$ cat src/isb_consts.svh
// register map, field positions, reset values and timing of the bus engine
`ifndef ISB_CONSTS_SVH
`define ISB_CONSTS_SVH

// ---------------------------------------------------------------
// register byte offsets
// ---------------------------------------------------------------
`define ISB_OFF_DATA 5'h00
`define ISB_OFF_OWNADDR 5'h04
`define ISB_OFF_PRESC 5'h08
`define ISB_OFF_IDLE 5'h0C
`define ISB_OFF_CTRL1 5'h10
`define ISB_OFF_CTRL2 5'h14

// ---------------------------------------------------------------
// field positions
// ---------------------------------------------------------------
`define ISB_RECOG_OFF_BIT 0
`define ISB_SA_MSB 7
`define ISB_SA_LSB 1
`define ISB_PCLK_EN_BIT 0
`define ISB_IDLE_RUN_BIT 0
`define ISB_BCNT_MSB 7
`define ISB_BCNT_LSB 5
`define ISB_ACK_BIT 4
`define ISB_DIV_MSB 2
`define ISB_DIV_LSB 0
`define ISB_MSEL_BIT 7
`define ISB_TRX_BIT 6
`define ISB_BUSY_BIT 5
`define ISB_PIN_BIT 4
`define ISB_MODE_MSB 3
`define ISB_MODE_LSB 2
`define ISB_CMD_START 4'hF
`define ISB_CMD_STOP 4'hD
`define ISB_MODE_I2C 2'h2

// ---------------------------------------------------------------
// reset values
// ---------------------------------------------------------------
`define ISB_RST_BYTE 8'h00
`define ISB_RST_MODE 2'h0

// ---------------------------------------------------------------
// timing
// ---------------------------------------------------------------
`define ISB_CLK_MHZ 20
`define ISB_T_HALF_NS 400

`endif

$ cat src/isb_pkg.sv
// types shared by the bus engine modules
package isb_pkg;

   typedef enum logic [2:0] {
      M_IDLE,
      M_START,
      M_LOW,
      M_HIGH,
      M_STOP1,
      M_STOP2
   } isb_mstate_t;

   typedef struct packed {
      logic msel;
      logic trx;
      logic busy;
      logic pin;
   } isb_ctl_t;

   typedef struct packed {
      logic al;
      logic aas;
      logic ad0;
      logic lrb;
   } isb_flags_t;

   typedef struct packed {
      logic scl;
      logic sda;
      logic scl_rise;
      logic scl_fall;
      logic start;
      logic stop;
   } isb_bus_t;

endpackage

$ cat src/isb_sync.sv
// two-flop synchroniser for pin inputs
`timescale 1ns/1ps
module isb_sync #(
   parameter int W = 2
) (
   input wire logic clock,
   input wire logic nrst,
   input wire logic [W-1:0] din,
   output logic [W-1:0] dout
);
   logic [W-1:0] meta;

   always_ff @(posedge clock or negedge nrst) begin
      if (!nrst) begin
         meta <= '1;
         dout <= '1;
      end else begin
         meta <= din;
         dout <= meta;
      end
   end
endmodule

$ cat src/isb_cond.sv
// scl edges and start/stop detection on synchronised bus lines
`timescale 1ns/1ps
module isb_cond (
   input wire logic clock,
   input wire logic nrst,
   input wire logic scl_s,
   input wire logic sda_s,
   output isb_pkg::isb_bus_t bus
);
   logic scl_q;
   logic sda_q;

   always_comb begin
      bus.scl = scl_s;
      bus.sda = sda_s;
      bus.scl_rise = scl_s & ~scl_q;
      bus.scl_fall = ~scl_s & scl_q;
      bus.start = scl_s & scl_q & sda_q & ~sda_s;
      bus.stop = scl_s & scl_q & ~sda_q & sda_s;
   end

   always_ff @(posedge clock or negedge nrst) begin
      if (!nrst) begin
         scl_q <= 1'b1;
         sda_q <= 1'b1;
      end else begin
         scl_q <= scl_s;
         sda_q <= sda_s;
      end
   end
endmodule

$ cat src/isb_i2c_top.sv
// byte-level i2c master/slave engine with avalon-mm registers
//
// The register addresses and register access over Avalon-MM were decided locally.
`timescale 1ns/1ps
`include "isb_consts.svh"
module isb_i2c_top (
   input wire logic clock,
   input wire logic nrst,
   input wire logic [4:0] avs_address,
   input wire logic avs_read,
   input wire logic avs_write,
   input wire logic [31:0] avs_writedata,
   output logic [31:0] avs_readdata,
   output logic avs_waitrequest,
   input wire logic low_power_idle,
   input wire logic scl_in,
   output logic scl_out,
   output logic scl_oe,
   input wire logic sda_in,
   output logic sda_out,
   output logic sda_oe,
   output logic bus_interface_irq
);
   localparam int HALF_BASE =
      (`ISB_T_HALF_NS * `ISB_CLK_MHZ + 999) / 1000;

   // ---------------------------------------------------------------
   // declarations
   // ---------------------------------------------------------------
   logic [1:0] pin_s;
   isb_pkg::isb_bus_t bus;
   logic acc, next_acc;
   logic [31:0] next_rdata;
   logic [7:0] rd_mux;
   logic take;
   logic [7:0] tx_byte, next_tx_byte, rx_byte, next_rx_byte;
   logic [7:0] own_addr, next_own_addr, presc, next_presc;
   logic [7:0] idle_ctl, next_idle_ctl, cr1, next_cr1;
   logic [1:0] ifmode, next_ifmode;
   isb_pkg::isb_ctl_t ctl, next_ctl;
   isb_pkg::isb_flags_t flg, next_flg;
   isb_pkg::isb_mstate_t mstate, next_mstate;
   logic [10:0] cnt, next_cnt, half, cnt_inc;
   logic hit;
   logic [3:0] idx, next_idx, n_bits, total;
   logic [7:0] tx_shift, next_tx_shift, rx_shift, next_rx_shift;
   logic skip, next_skip, in_addr, next_in_addr;
   logic selected, next_selected, give_ack, next_give_ack;
   logic start_req, next_start_req, stop_req, next_stop_req;
   logic irq, next_irq;
   logic next_scl_oe, next_sda_oe;
   logic mode_on, run, engaged, ackclk, touch, dlow;

   // ---------------------------------------------------------------
   // pin synchronisers and bus condition detector
   // ---------------------------------------------------------------
   isb_sync #(.W(2)) u_sync (
      .clock(clock),
      .nrst(nrst),
      .din({scl_in, sda_in}),
      .dout(pin_s)
   );

   isb_cond u_cond (
      .clock(clock),
      .nrst(nrst),
      .scl_s(pin_s[1]),
      .sda_s(pin_s[0]),
      .bus(bus)
   );

   // ---------------------------------------------------------------
   // avalon slave: one wait state per access
   // ---------------------------------------------------------------
   assign avs_waitrequest = (avs_read | avs_write) & ~acc;
   assign take = (avs_read | avs_write) & acc;

   always_comb begin
      case (avs_address)
         `ISB_OFF_DATA: rd_mux = rx_byte;
         `ISB_OFF_OWNADDR: rd_mux = own_addr;
         `ISB_OFF_PRESC: rd_mux = presc;
         `ISB_OFF_IDLE: rd_mux = idle_ctl;
         `ISB_OFF_CTRL1: rd_mux = cr1;
         `ISB_OFF_CTRL2: rd_mux = {ctl, flg};
         default: rd_mux = 8'h00;
      endcase
      next_acc = (avs_read | avs_write) & ~acc;
      next_rdata = avs_readdata;
      if (avs_read && !acc) begin
         next_rdata = {24'h000000, rd_mux};
      end
   end

   always_ff @(posedge clock or negedge nrst) begin
      if (!nrst) begin
         acc <= 1'b0;
         avs_readdata <= 32'h00000000;
      end else begin
         acc <= next_acc;
         avs_readdata <= next_rdata;
      end
   end

   // ---------------------------------------------------------------
   // engine
   // ---------------------------------------------------------------
   assign mode_on = (ifmode == `ISB_MODE_I2C);
   assign run = mode_on & presc[`ISB_PCLK_EN_BIT] &
      ~(low_power_idle & ~idle_ctl[`ISB_IDLE_RUN_BIT]);
   assign engaged = ctl.msel | selected;
   assign n_bits = (in_addr || cr1[`ISB_BCNT_MSB:`ISB_BCNT_LSB] == 3'h0) ?
      4'h8 : {1'b0, cr1[`ISB_BCNT_MSB:`ISB_BCNT_LSB]};
   assign ackclk = in_addr | cr1[`ISB_ACK_BIT];
   assign total = n_bits + {3'h0, ackclk};
   assign half = 11'(HALF_BASE) << cr1[`ISB_DIV_MSB:`ISB_DIV_LSB];
   assign hit = (cnt == half - 11'h001);
   assign cnt_inc = cnt + 11'h001;

   // drive low for a zero data bit or an acknowledge slot
   always_comb begin
      dlow = 1'b0;
      if (ctl.pin && ctl.trx && engaged && idx < n_bits && !tx_shift[7]) begin
         dlow = 1'b1;
      end
      if (idx == n_bits && ackclk) begin
         if (give_ack) begin
            dlow = 1'b1;
         end else if (!in_addr && !ctl.trx && engaged &&
                      cr1[`ISB_ACK_BIT]) begin
            dlow = 1'b1;
         end
      end
   end

   always_comb begin
      next_tx_byte = tx_byte;
      next_rx_byte = rx_byte;
      next_own_addr = own_addr;
      next_presc = presc;
      next_idle_ctl = idle_ctl;
      next_cr1 = cr1;
      next_ifmode = ifmode;
      next_ctl = ctl;
      next_flg = flg;
      next_mstate = mstate;
      next_cnt = cnt;
      next_idx = idx;
      next_tx_shift = tx_shift;
      next_rx_shift = rx_shift;
      next_skip = skip;
      next_in_addr = in_addr;
      next_selected = selected;
      next_give_ack = give_ack;
      next_start_req = start_req;
      next_stop_req = stop_req;
      next_irq = irq;
      touch = 1'b0;

      // register writes and read side effects
      if (take && avs_write) begin
         case (avs_address)
            `ISB_OFF_DATA: begin
               next_tx_byte = avs_writedata[7:0];
               touch = 1'b1;
            end
            `ISB_OFF_OWNADDR: next_own_addr = avs_writedata[7:0];
            `ISB_OFF_PRESC: next_presc = avs_writedata[7:0];
            `ISB_OFF_IDLE: next_idle_ctl = avs_writedata[7:0];
            `ISB_OFF_CTRL1: next_cr1 = avs_writedata[7:0];
            `ISB_OFF_CTRL2: begin
               next_ifmode = avs_writedata[`ISB_MODE_MSB:`ISB_MODE_LSB];
               next_flg.al = 1'b0;
               if (!ctl.busy && cr1[`ISB_ACK_BIT] &&
                   avs_writedata[7:4] == `ISB_CMD_START) begin
                  next_ctl.msel = 1'b1;
                  next_ctl.trx = 1'b1;
                  next_ctl.pin = 1'b1;
                  next_start_req = 1'b1;
               end else if (ctl.busy && ctl.msel &&
                            avs_writedata[7:4] == `ISB_CMD_STOP) begin
                  next_ctl.pin = 1'b1;
                  next_stop_req = 1'b1;
               end else begin
                  next_ctl.msel = avs_writedata[`ISB_MSEL_BIT];
                  next_ctl.trx = avs_writedata[`ISB_TRX_BIT];
                  if (avs_writedata[`ISB_PIN_BIT]) begin
                     next_ctl.pin = 1'b1;
                  end
               end
            end
            default: ;
         endcase
      end
      if (take && avs_read && avs_address == `ISB_OFF_DATA) begin
         touch = 1'b1;
      end
      if (touch) begin
         next_ctl.pin = 1'b1;
         next_flg.al = 1'b0;
         next_flg.aas = 1'b0;
      end

      // bus conditions
      if (bus.start) begin
         next_ctl.busy = 1'b1;
         next_in_addr = 1'b1;
         next_skip = 1'b1;
         next_idx = 4'h0;
         next_selected = own_addr[`ISB_RECOG_OFF_BIT];
         next_flg.ad0 = 1'b0;
         next_give_ack = 1'b0;
         next_tx_shift = tx_byte;
      end
      if (bus.stop) begin
         next_ctl.busy = 1'b0;
         next_ctl.msel = 1'b0;
         next_ctl.trx = 1'b0;
         next_selected = 1'b0;
         next_in_addr = 1'b0;
         next_flg.ad0 = 1'b0;
         next_give_ack = 1'b0;
         next_idx = 4'h0;
      end

      // bit engine on scl edges
      if (run && (engaged || in_addr) && !bus.start && !bus.stop) begin
         if (bus.scl_rise && !skip) begin
            next_flg.lrb = bus.sda;
            if (idx < n_bits) begin
               next_rx_shift = {rx_shift[6:0], bus.sda};
               if (ctl.msel && ctl.trx && tx_shift[7] && !bus.sda) begin
                  next_flg.al = 1'b1;
                  next_ctl.msel = 1'b0;
                  next_ctl.trx = 1'b0;
                  next_selected = 1'b1;
               end
            end
         end
         if (bus.scl_fall && skip) begin
            next_skip = 1'b0;
         end else if (bus.scl_fall) begin
            next_idx = idx + 4'h1;
            if (idx < n_bits) begin
               next_tx_shift = {tx_shift[6:0], 1'b1};
            end
            if (in_addr && !ctl.msel && !own_addr[`ISB_RECOG_OFF_BIT] &&
                idx == 4'h7) begin
               if (rx_shift[7:1] == own_addr[`ISB_SA_MSB:`ISB_SA_LSB] ||
                   rx_shift == 8'h00) begin
                  next_selected = 1'b1;
                  next_give_ack = 1'b1;
                  next_flg.aas = 1'b1;
                  next_flg.ad0 = (rx_shift == 8'h00);
                  next_ctl.trx = rx_shift[0];
               end else begin
                  next_in_addr = 1'b0;
               end
            end
            if (idx + 4'h1 == total) begin
               next_ctl.pin = 1'b0;
               next_irq = 1'b1;
               next_rx_byte = rx_shift;
               next_idx = 4'h0;
               next_give_ack = 1'b0;
               next_in_addr = 1'b0;
               if (in_addr && ctl.msel && !flg.lrb) begin
                  next_ctl.trx = ~rx_shift[0];
               end
               if (own_addr[`ISB_RECOG_OFF_BIT] && !ctl.msel) begin
                  next_flg.aas = 1'b1;
               end
            end
         end
      end

      // pin release reloads the shifter and drops the request
      if (next_ctl.pin && !ctl.pin) begin
         next_irq = 1'b0;
         next_tx_shift = next_tx_byte;
      end

      // master clock generator
      if (run) begin
         case (mstate)
            isb_pkg::M_IDLE: begin
               if (start_req) begin
                  next_start_req = 1'b0;
                  next_cnt = 11'h000;
                  next_mstate = isb_pkg::M_START;
               end
            end
            isb_pkg::M_START: begin
               next_cnt = cnt_inc;
               if (hit) begin
                  next_cnt = 11'h000;
                  next_mstate = isb_pkg::M_LOW;
               end
            end
            isb_pkg::M_LOW: begin
               next_cnt = cnt_inc;
               if (!ctl.msel) begin
                  next_mstate = isb_pkg::M_IDLE;
               end else if (!ctl.pin) begin
                  next_cnt = 11'h000;
               end else if (stop_req) begin
                  next_cnt = 11'h000;
                  next_mstate = isb_pkg::M_STOP1;
               end else if (hit) begin
                  next_cnt = 11'h000;
                  next_mstate = isb_pkg::M_HIGH;
               end
            end
            isb_pkg::M_HIGH: begin
               next_cnt = cnt_inc;
               if (!ctl.msel) begin
                  next_mstate = isb_pkg::M_IDLE;
               end else if (!bus.scl) begin
                  next_cnt = 11'h000;
               end else if (hit) begin
                  next_cnt = 11'h000;
                  next_mstate = isb_pkg::M_LOW;
               end
            end
            isb_pkg::M_STOP1: begin
               next_cnt = cnt_inc;
               if (hit) begin
                  next_cnt = 11'h000;
                  next_mstate = isb_pkg::M_STOP2;
               end
            end
            isb_pkg::M_STOP2: begin
               next_cnt = cnt_inc;
               if (!bus.scl) begin
                  next_cnt = 11'h000;
               end else if (hit) begin
                  next_stop_req = 1'b0;
                  next_mstate = isb_pkg::M_IDLE;
               end
            end
            default: next_mstate = isb_pkg::M_IDLE;
         endcase
      end

      // pin drivers
      next_scl_oe = mode_on && (mstate == isb_pkg::M_LOW ||
         mstate == isb_pkg::M_STOP1 ||
         (selected && !ctl.msel && !ctl.pin));
      next_sda_oe = mode_on && (mstate == isb_pkg::M_START ||
         mstate == isb_pkg::M_STOP1 || mstate == isb_pkg::M_STOP2 ||
         (mstate != isb_pkg::M_IDLE || !ctl.msel) && dlow);
   end

   always_ff @(posedge clock or negedge nrst) begin
      if (!nrst) begin
         tx_byte <= `ISB_RST_BYTE;
         rx_byte <= `ISB_RST_BYTE;
         own_addr <= `ISB_RST_BYTE;
         presc <= `ISB_RST_BYTE;
         idle_ctl <= `ISB_RST_BYTE;
         cr1 <= `ISB_RST_BYTE;
         ifmode <= `ISB_RST_MODE;
         ctl <= 4'h1;
         flg <= 4'h0;
         mstate <= isb_pkg::M_IDLE;
         cnt <= 11'h000;
         idx <= 4'h0;
         tx_shift <= 8'hFF;
         rx_shift <= 8'h00;
         skip <= 1'b0;
         in_addr <= 1'b0;
         selected <= 1'b0;
         give_ack <= 1'b0;
         start_req <= 1'b0;
         stop_req <= 1'b0;
         irq <= 1'b0;
         scl_oe <= 1'b0;
         sda_oe <= 1'b0;
      end else begin
         tx_byte <= next_tx_byte;
         rx_byte <= next_rx_byte;
         own_addr <= next_own_addr;
         presc <= next_presc;
         idle_ctl <= next_idle_ctl;
         cr1 <= next_cr1;
         ifmode <= next_ifmode;
         ctl <= next_ctl;
         flg <= next_flg;
         mstate <= next_mstate;
         cnt <= next_cnt;
         idx <= next_idx;
         tx_shift <= next_tx_shift;
         rx_shift <= next_rx_shift;
         skip <= next_skip;
         in_addr <= next_in_addr;
         selected <= next_selected;
         give_ack <= next_give_ack;
         start_req <= next_start_req;
         stop_req <= next_stop_req;
         irq <= next_irq;
         scl_oe <= next_scl_oe;
         sda_oe <= next_sda_oe;
      end
   end

   assign scl_out = 1'b0;
   assign sda_out = 1'b0;
   assign bus_interface_irq = irq;
endmodule

$ cat config.mk
export PLATFORM = sky130hd
export DESIGN_NAME = isb_i2c_top
export DESIGN_NICKNAME = d
export VERILOG_FILES = /design/src/isb_pkg.sv /design/src/isb_sync.sv /design/src/isb_cond.sv /design/src/isb_i2c_top.sv
export VERILOG_INCLUDE_DIRS = /design/src /design/src/src
export SDC_FILE = /design/constraint.sdc
export NUM_CORES = 1
export LEC_CHECK = 0
export BUFFER_PORTS_ARGS = -buffer_cell sky130_fd_sc_hd__buf_4
export CORE_UTILIZATION = 55
export CTS_CLUSTER_DIAMETER = 50
export DETAILED_ROUTE_END_ITERATION = 12
export PLACE_DENSITY = 0.87
export SYNTH_ARGS = -nofsm -noshare
export SYNTH_HDL_FRONTEND = slang
export SYNTH_HIERARCHICAL = 1
export SYNTH_SLANG_ARGS = --single-unit
$ cat constraint.sdc
create_clock -name clock -period 3.6 [get_ports clock]
set_input_delay 1.08 -clock clock [delete_from_list [all_inputs] [get_ports clock]]
set_output_delay 1.08 -clock clock [all_outputs]
set_load 0.1 [all_outputs]
==> impl.org <==
** Outcome
- The run finished with clean final reports.

** Clocking
- The tree is rooted in a sky130_fd_sc_hd__clkbuf_16.
- Latest clock arrival within the worst-skew pair :: around 0.42 ns
- In this run the number of H-tree levels came out at 4.
- In this run, post-CTS repair resized a total of 0 instances.
- Clock edge transition at the registers on the reported setup and hold paths :: around 0.060 ns
- Once the clock tree was built, the setup fixing pass inserted 0 buffers.
- The clock drives 116 sinks.
- TritonCTS built the clock tree.
- Hold buffer count at CTS :: 0
- CTS max path bufs :: 2
- Clock buffer count from CTS :: 17

** Finish
- 0 antenna diodes ended up in the layout.
- Of the cells placed in the final design, the portion with a size suffix greater than 1 is a little under a third.
- Compared with the post-synthesis result, the final layout area differs by 12.6%.
- Fin nets :: 662
- Cells fill 64.7% of the core in the end.

** Detailed routing
- Detailed router's first-iteration violation count :: 494
- In the routed layout, each cell is associated on average with a via count of ~6.5.
- DRC violations left :: 0
- In the final routed layout, each cell accounts on average for 20.9 um.
- Detailed Routing Iterations Pass 1 :: 10
- Via count :: 4972
- Summed over all layers, the routed wires come to between 15 and 20 mm.
- Once detail routing completed, the nets flagged for antenna violations numbered 0.

** Worst setup path
- Of all nets on the critical path, the largest fanout is 12.
- Arrival time of the worst setup path :: 3.39 ns
- By startpoint and endpoint, the worst setup path is classified as reg -> reg.
- In this design, the stage delay of the slowest critical-path cell is 0.52 ns.
- The critical path goes through or2_2, ha_1, ha_1, xor2_1, xnor3_1, or3_4, nor3_4, buf_4, a211oi_4, mux2_2.
- Slowest library cell on the worst path :: sky130_fd_sc_hd__dfrtp_1
- Cell with the most instances on the worst path :: sky130_fd_sc_hd__ha_1
- Critical Path End Type :: register
- Worst reg-to-reg setup slack :: 0.56 ns
- CP Buf/Inv Count :: 1
- Broken down by cell family, the worst path's largest delay share belongs to simple AND/OR/NAND/NOR gates.
- At the worst endpoint, the required time is 3.95 ns.
- Sort of element at the start of the critical path :: register

** Flow run
- Max-cap violations in this run came to 0.

** Synthesis
- Post-Synthesis Cells :: slightly below 600
- In this run the biggest area consumer among cell types represents 39.7% of the synthesized area.
- The biggest area contributor in the post-synthesis netlist is sky130_fd_sc_hd__dfrtp_1.
- Number of synthesis warnings :: 6
- sky130_fd_sc_hd__dfrtp_1 is the most common cell in the netlist.
- Area of the mapped netlist :: 6370 sq um
- By area the synthesized netlist is led by sky130_fd_sc_hd__dfrtp_1 40%, sky130_fd_sc_hd__mux2_2 14%, sky130_fd_sc_hd__dfstp_2 6.2%.
- Averaged over all synthesized cells, the footprint is 11.0 sq um.
- Number of enable flip-flop cells after synthesis :: 0
- Register bit count reported by yosys :: 116
- Main flop type after synthesis :: sky130_fd_sc_hd__dfrtp_1
- Asr flop ratio synth :: 100%
- For this run, the register share of the synthesized area comes to 45.9%.
- In this run, distinct cell masters in the synthesized netlist total 83.
- After synthesis, the most frequently instantiated cells are 101 x sky130_fd_sc_hd__dfrtp_1, 79 x sky130_fd_sc_hd__mux2_2, 56 x sky130_fd_sc_hd__nand2_1, 34 x sky130_fd_sc_hd__nor2_1, 28 x sky130_fd_sc_hd__buf_4.

** Power and ir drop
- Flop pwr share :: between 40% and 50%
- In this run, the clock network consumes 41.1% of the power.
- In this run the static leakage power is 3.26 nW.
- The worst-case IR drop observed on VDD is 0.363 mV.
- Reported net switching power :: about 1.3 mW
- Switching part of the total power :: 33.2%
- Gate power share :: 17.8%
- Cell internal power was estimated by the tool at 2.54 mW.
- Sum of internal, switching and leakage power :: 3.80 mW
- Power per standard cell area :: 530 nW/um^2

** Die
- Initial cell density of the core :: between 50% and 60%
- Die Footprint :: between 10000 and 15000 sq um
- The floorplan step defined a core boundary enclosing 11100 sq um.
- Die Ht :: around 110 um
- After floorplanning, the core was divided into 38 placement rows.
- Pin placement for this block handled 82 I/O pins.
- The floorplan step set the die width to 110 um.

** GRT
- Largest net degree at the start of global routing :: 66
- For this run, the total global-route usage over all layers was measured as between 20% and 30%.
- Global-route wire length before repair :: 25.3 mm
- Number of global-route vias before repair :: 4807
- Number of antenna violations at the first check in global routing :: 0
- Summed over all layers, the global routing overflow is 0.

** Timing
- Setup repair after global routing missed its margin :: false
- The worst path needs 3.04 ns of the cycle, external delays included.
- Tightest slew margin relative to the limit :: a little under 50%
- Pins over their slew limit :: 0
- Number of endpoints with negative hold slack in the final report :: 0
- Finish-stage setup viols :: 0
- Setup slack on the critical path of the routed design comes to 0.560 ns.
- Setup TNS after final layout :: 0 ns
- For the pin with the worst max-slew slack, the measured transition is 0.764 ns.
- The worst path uses 84.4% of the clock period.
- Maximum clock frequency :: 329 MHz
- Clock Skew :: 0.00896 ns
- The tightest hold path in the finished design has a slack of 0.356 ns.

** Placed design
- Total of buffers placed on input and output ports :: 31
- At the end of routability-driven placement, the weighted congestion stood at 0.895.
- HPWL after DPL :: 10.6 mm
- Timing analysis after detailed placement gives a worst setup slack of 0.442 ns.

** Min path
- Path category of the worst min-delay check :: reg -> reg
## sequential cells by signal (all words and copies together) (netlist names), 3 cells and up
| name | count |
|---|---|
| cnt | 11 |
| avs_readdata | 8 |
| cr1 | 8 |
| idle_ctl | 8 |
| own_addr | 8 |
| presc | 8 |
| rx_byte | 8 |
| rx_shift | 8 |
| tx_byte | 8 |
| tx_shift | 8 |
| ctl | 4 |
| flg | 4 |
| idx | 4 |
| mstate | 3 |
## cell type report
type	count	area, sq um
flip-flops and latches	116	2920
repair buffers	37	290
well taps	140	175
fillers	794	3910
clock buffers	17	425
multi-input cells	428	3190
inverters	11	41.3
clock inverters	15	124
## routing by layer
metal	vias to the layer above	track usage, %	wire (um)
li1	2161	-	-
met1	2454	36.5	6380
met2	296	46.4	7800
met3	61	6.58	1220
met4	0	12.1	548
met5	-	0	0
## path summary, 6_finish.rpt
path	startpoint	to	cells past startpoint
hold reg to reg	u_sync/meta[1]$_DFF_PN1_	u_sync/dout[1]$_DFF_PN1_	0
setup / recovery	in_addr$_DFF_PN0_	tx_shift[2]$_DFF_PN1_	10
hold / removal	u_sync/meta[1]$_DFF_PN1_	u_sync/dout[1]$_DFF_PN1_	0
min in group asynchronous	nrst	idx[3]$_DFF_PN0_	1
max in group asynchronous	nrst	u_sync/dout[0]$_DFF_PN1_	2
setup reg to reg	in_addr$_DFF_PN0_	tx_shift[2]$_DFF_PN1_	10
## cells in the final DEF, fill, tap and decap left out, types with 8 or more instances in the layout
master,count
sky130_fd_sc_hd__nor3_1,11
sky130_fd_sc_hd__nor2b_1,8
sky130_fd_sc_hd__clkbuf_16,17
sky130_fd_sc_hd__nor2_1,34
sky130_fd_sc_hd__a31oi_1,13
sky130_fd_sc_hd__buf_4,36
sky130_fd_sc_hd__o21ai_0,9
sky130_fd_sc_hd__mux2_2,79
sky130_fd_sc_hd__xnor2_1,12
sky130_fd_sc_hd__nand3_1,9
sky130_fd_sc_hd__nand2b_1,10
sky130_fd_sc_hd__conb_1,26
sky130_fd_sc_hd__dfstp_2,15
sky130_fd_sc_hd__dfrtp_1,101
sky130_fd_sc_hd__a222oi_1,8
sky130_fd_sc_hd__nand2_1,56
sky130_fd_sc_hd__inv_1,11
sky130_fd_sc_hd__a221oi_1,8
## cell families (layout without fill, tap and decap cells)
group | Yosys count | count (layout) | share of synthesized area (%)
fa+ha+maj | 7 | 7 | 1.38
xor+xnor | 20 | 20 | 2.97
buf+inv | 60 | 80 | 5.48
simple gates | 191 | 191 | 16.9
compound gates | 101 | 101 | 12.7
flops | 116 | 116 | 45.9
other cells | 1 | 26 | 0.0589
mux | 83 | 83 | 14.6
## metrics by stage
step,std cells,area [sq um]
2_1_floorplan,604,6460
3_3_place_gp,732,6620
3_5_place_dp,732,6620
4_1_cts,764,7170
5_1_grt,764,7170
6_report,764,7170
## worst register-to-register path: cells and delay by family (launching register included)
family                     cells  cell delay [ns]
buffers and inverters          1             0.25
xor gates and xnor gates       2             0.40
AOI/OAI and AO/OA              1             0.12
adders and majority gates      2             0.42
muxes                          1             0.32
DFF                            1             0.52
and+or+nand+nor                3             0.96
## power by group through the flow
stage | clock, mW | combinational, mW | sequential, mW
2_1_floorplan | 0 | 0.442 | 1.64
3_3_place_gp | 0 | 0.648 | 1.56
3_5_place_dp | 0 | 0.666 | 1.57
4_1_cts | 1.57 | 0.674 | 1.56
5_1_grt | 1.63 | 0.717 | 1.57
6_report | 1.56 | 0.676 | 1.56
Note: power is estimated with default switching activity, not from simulation.
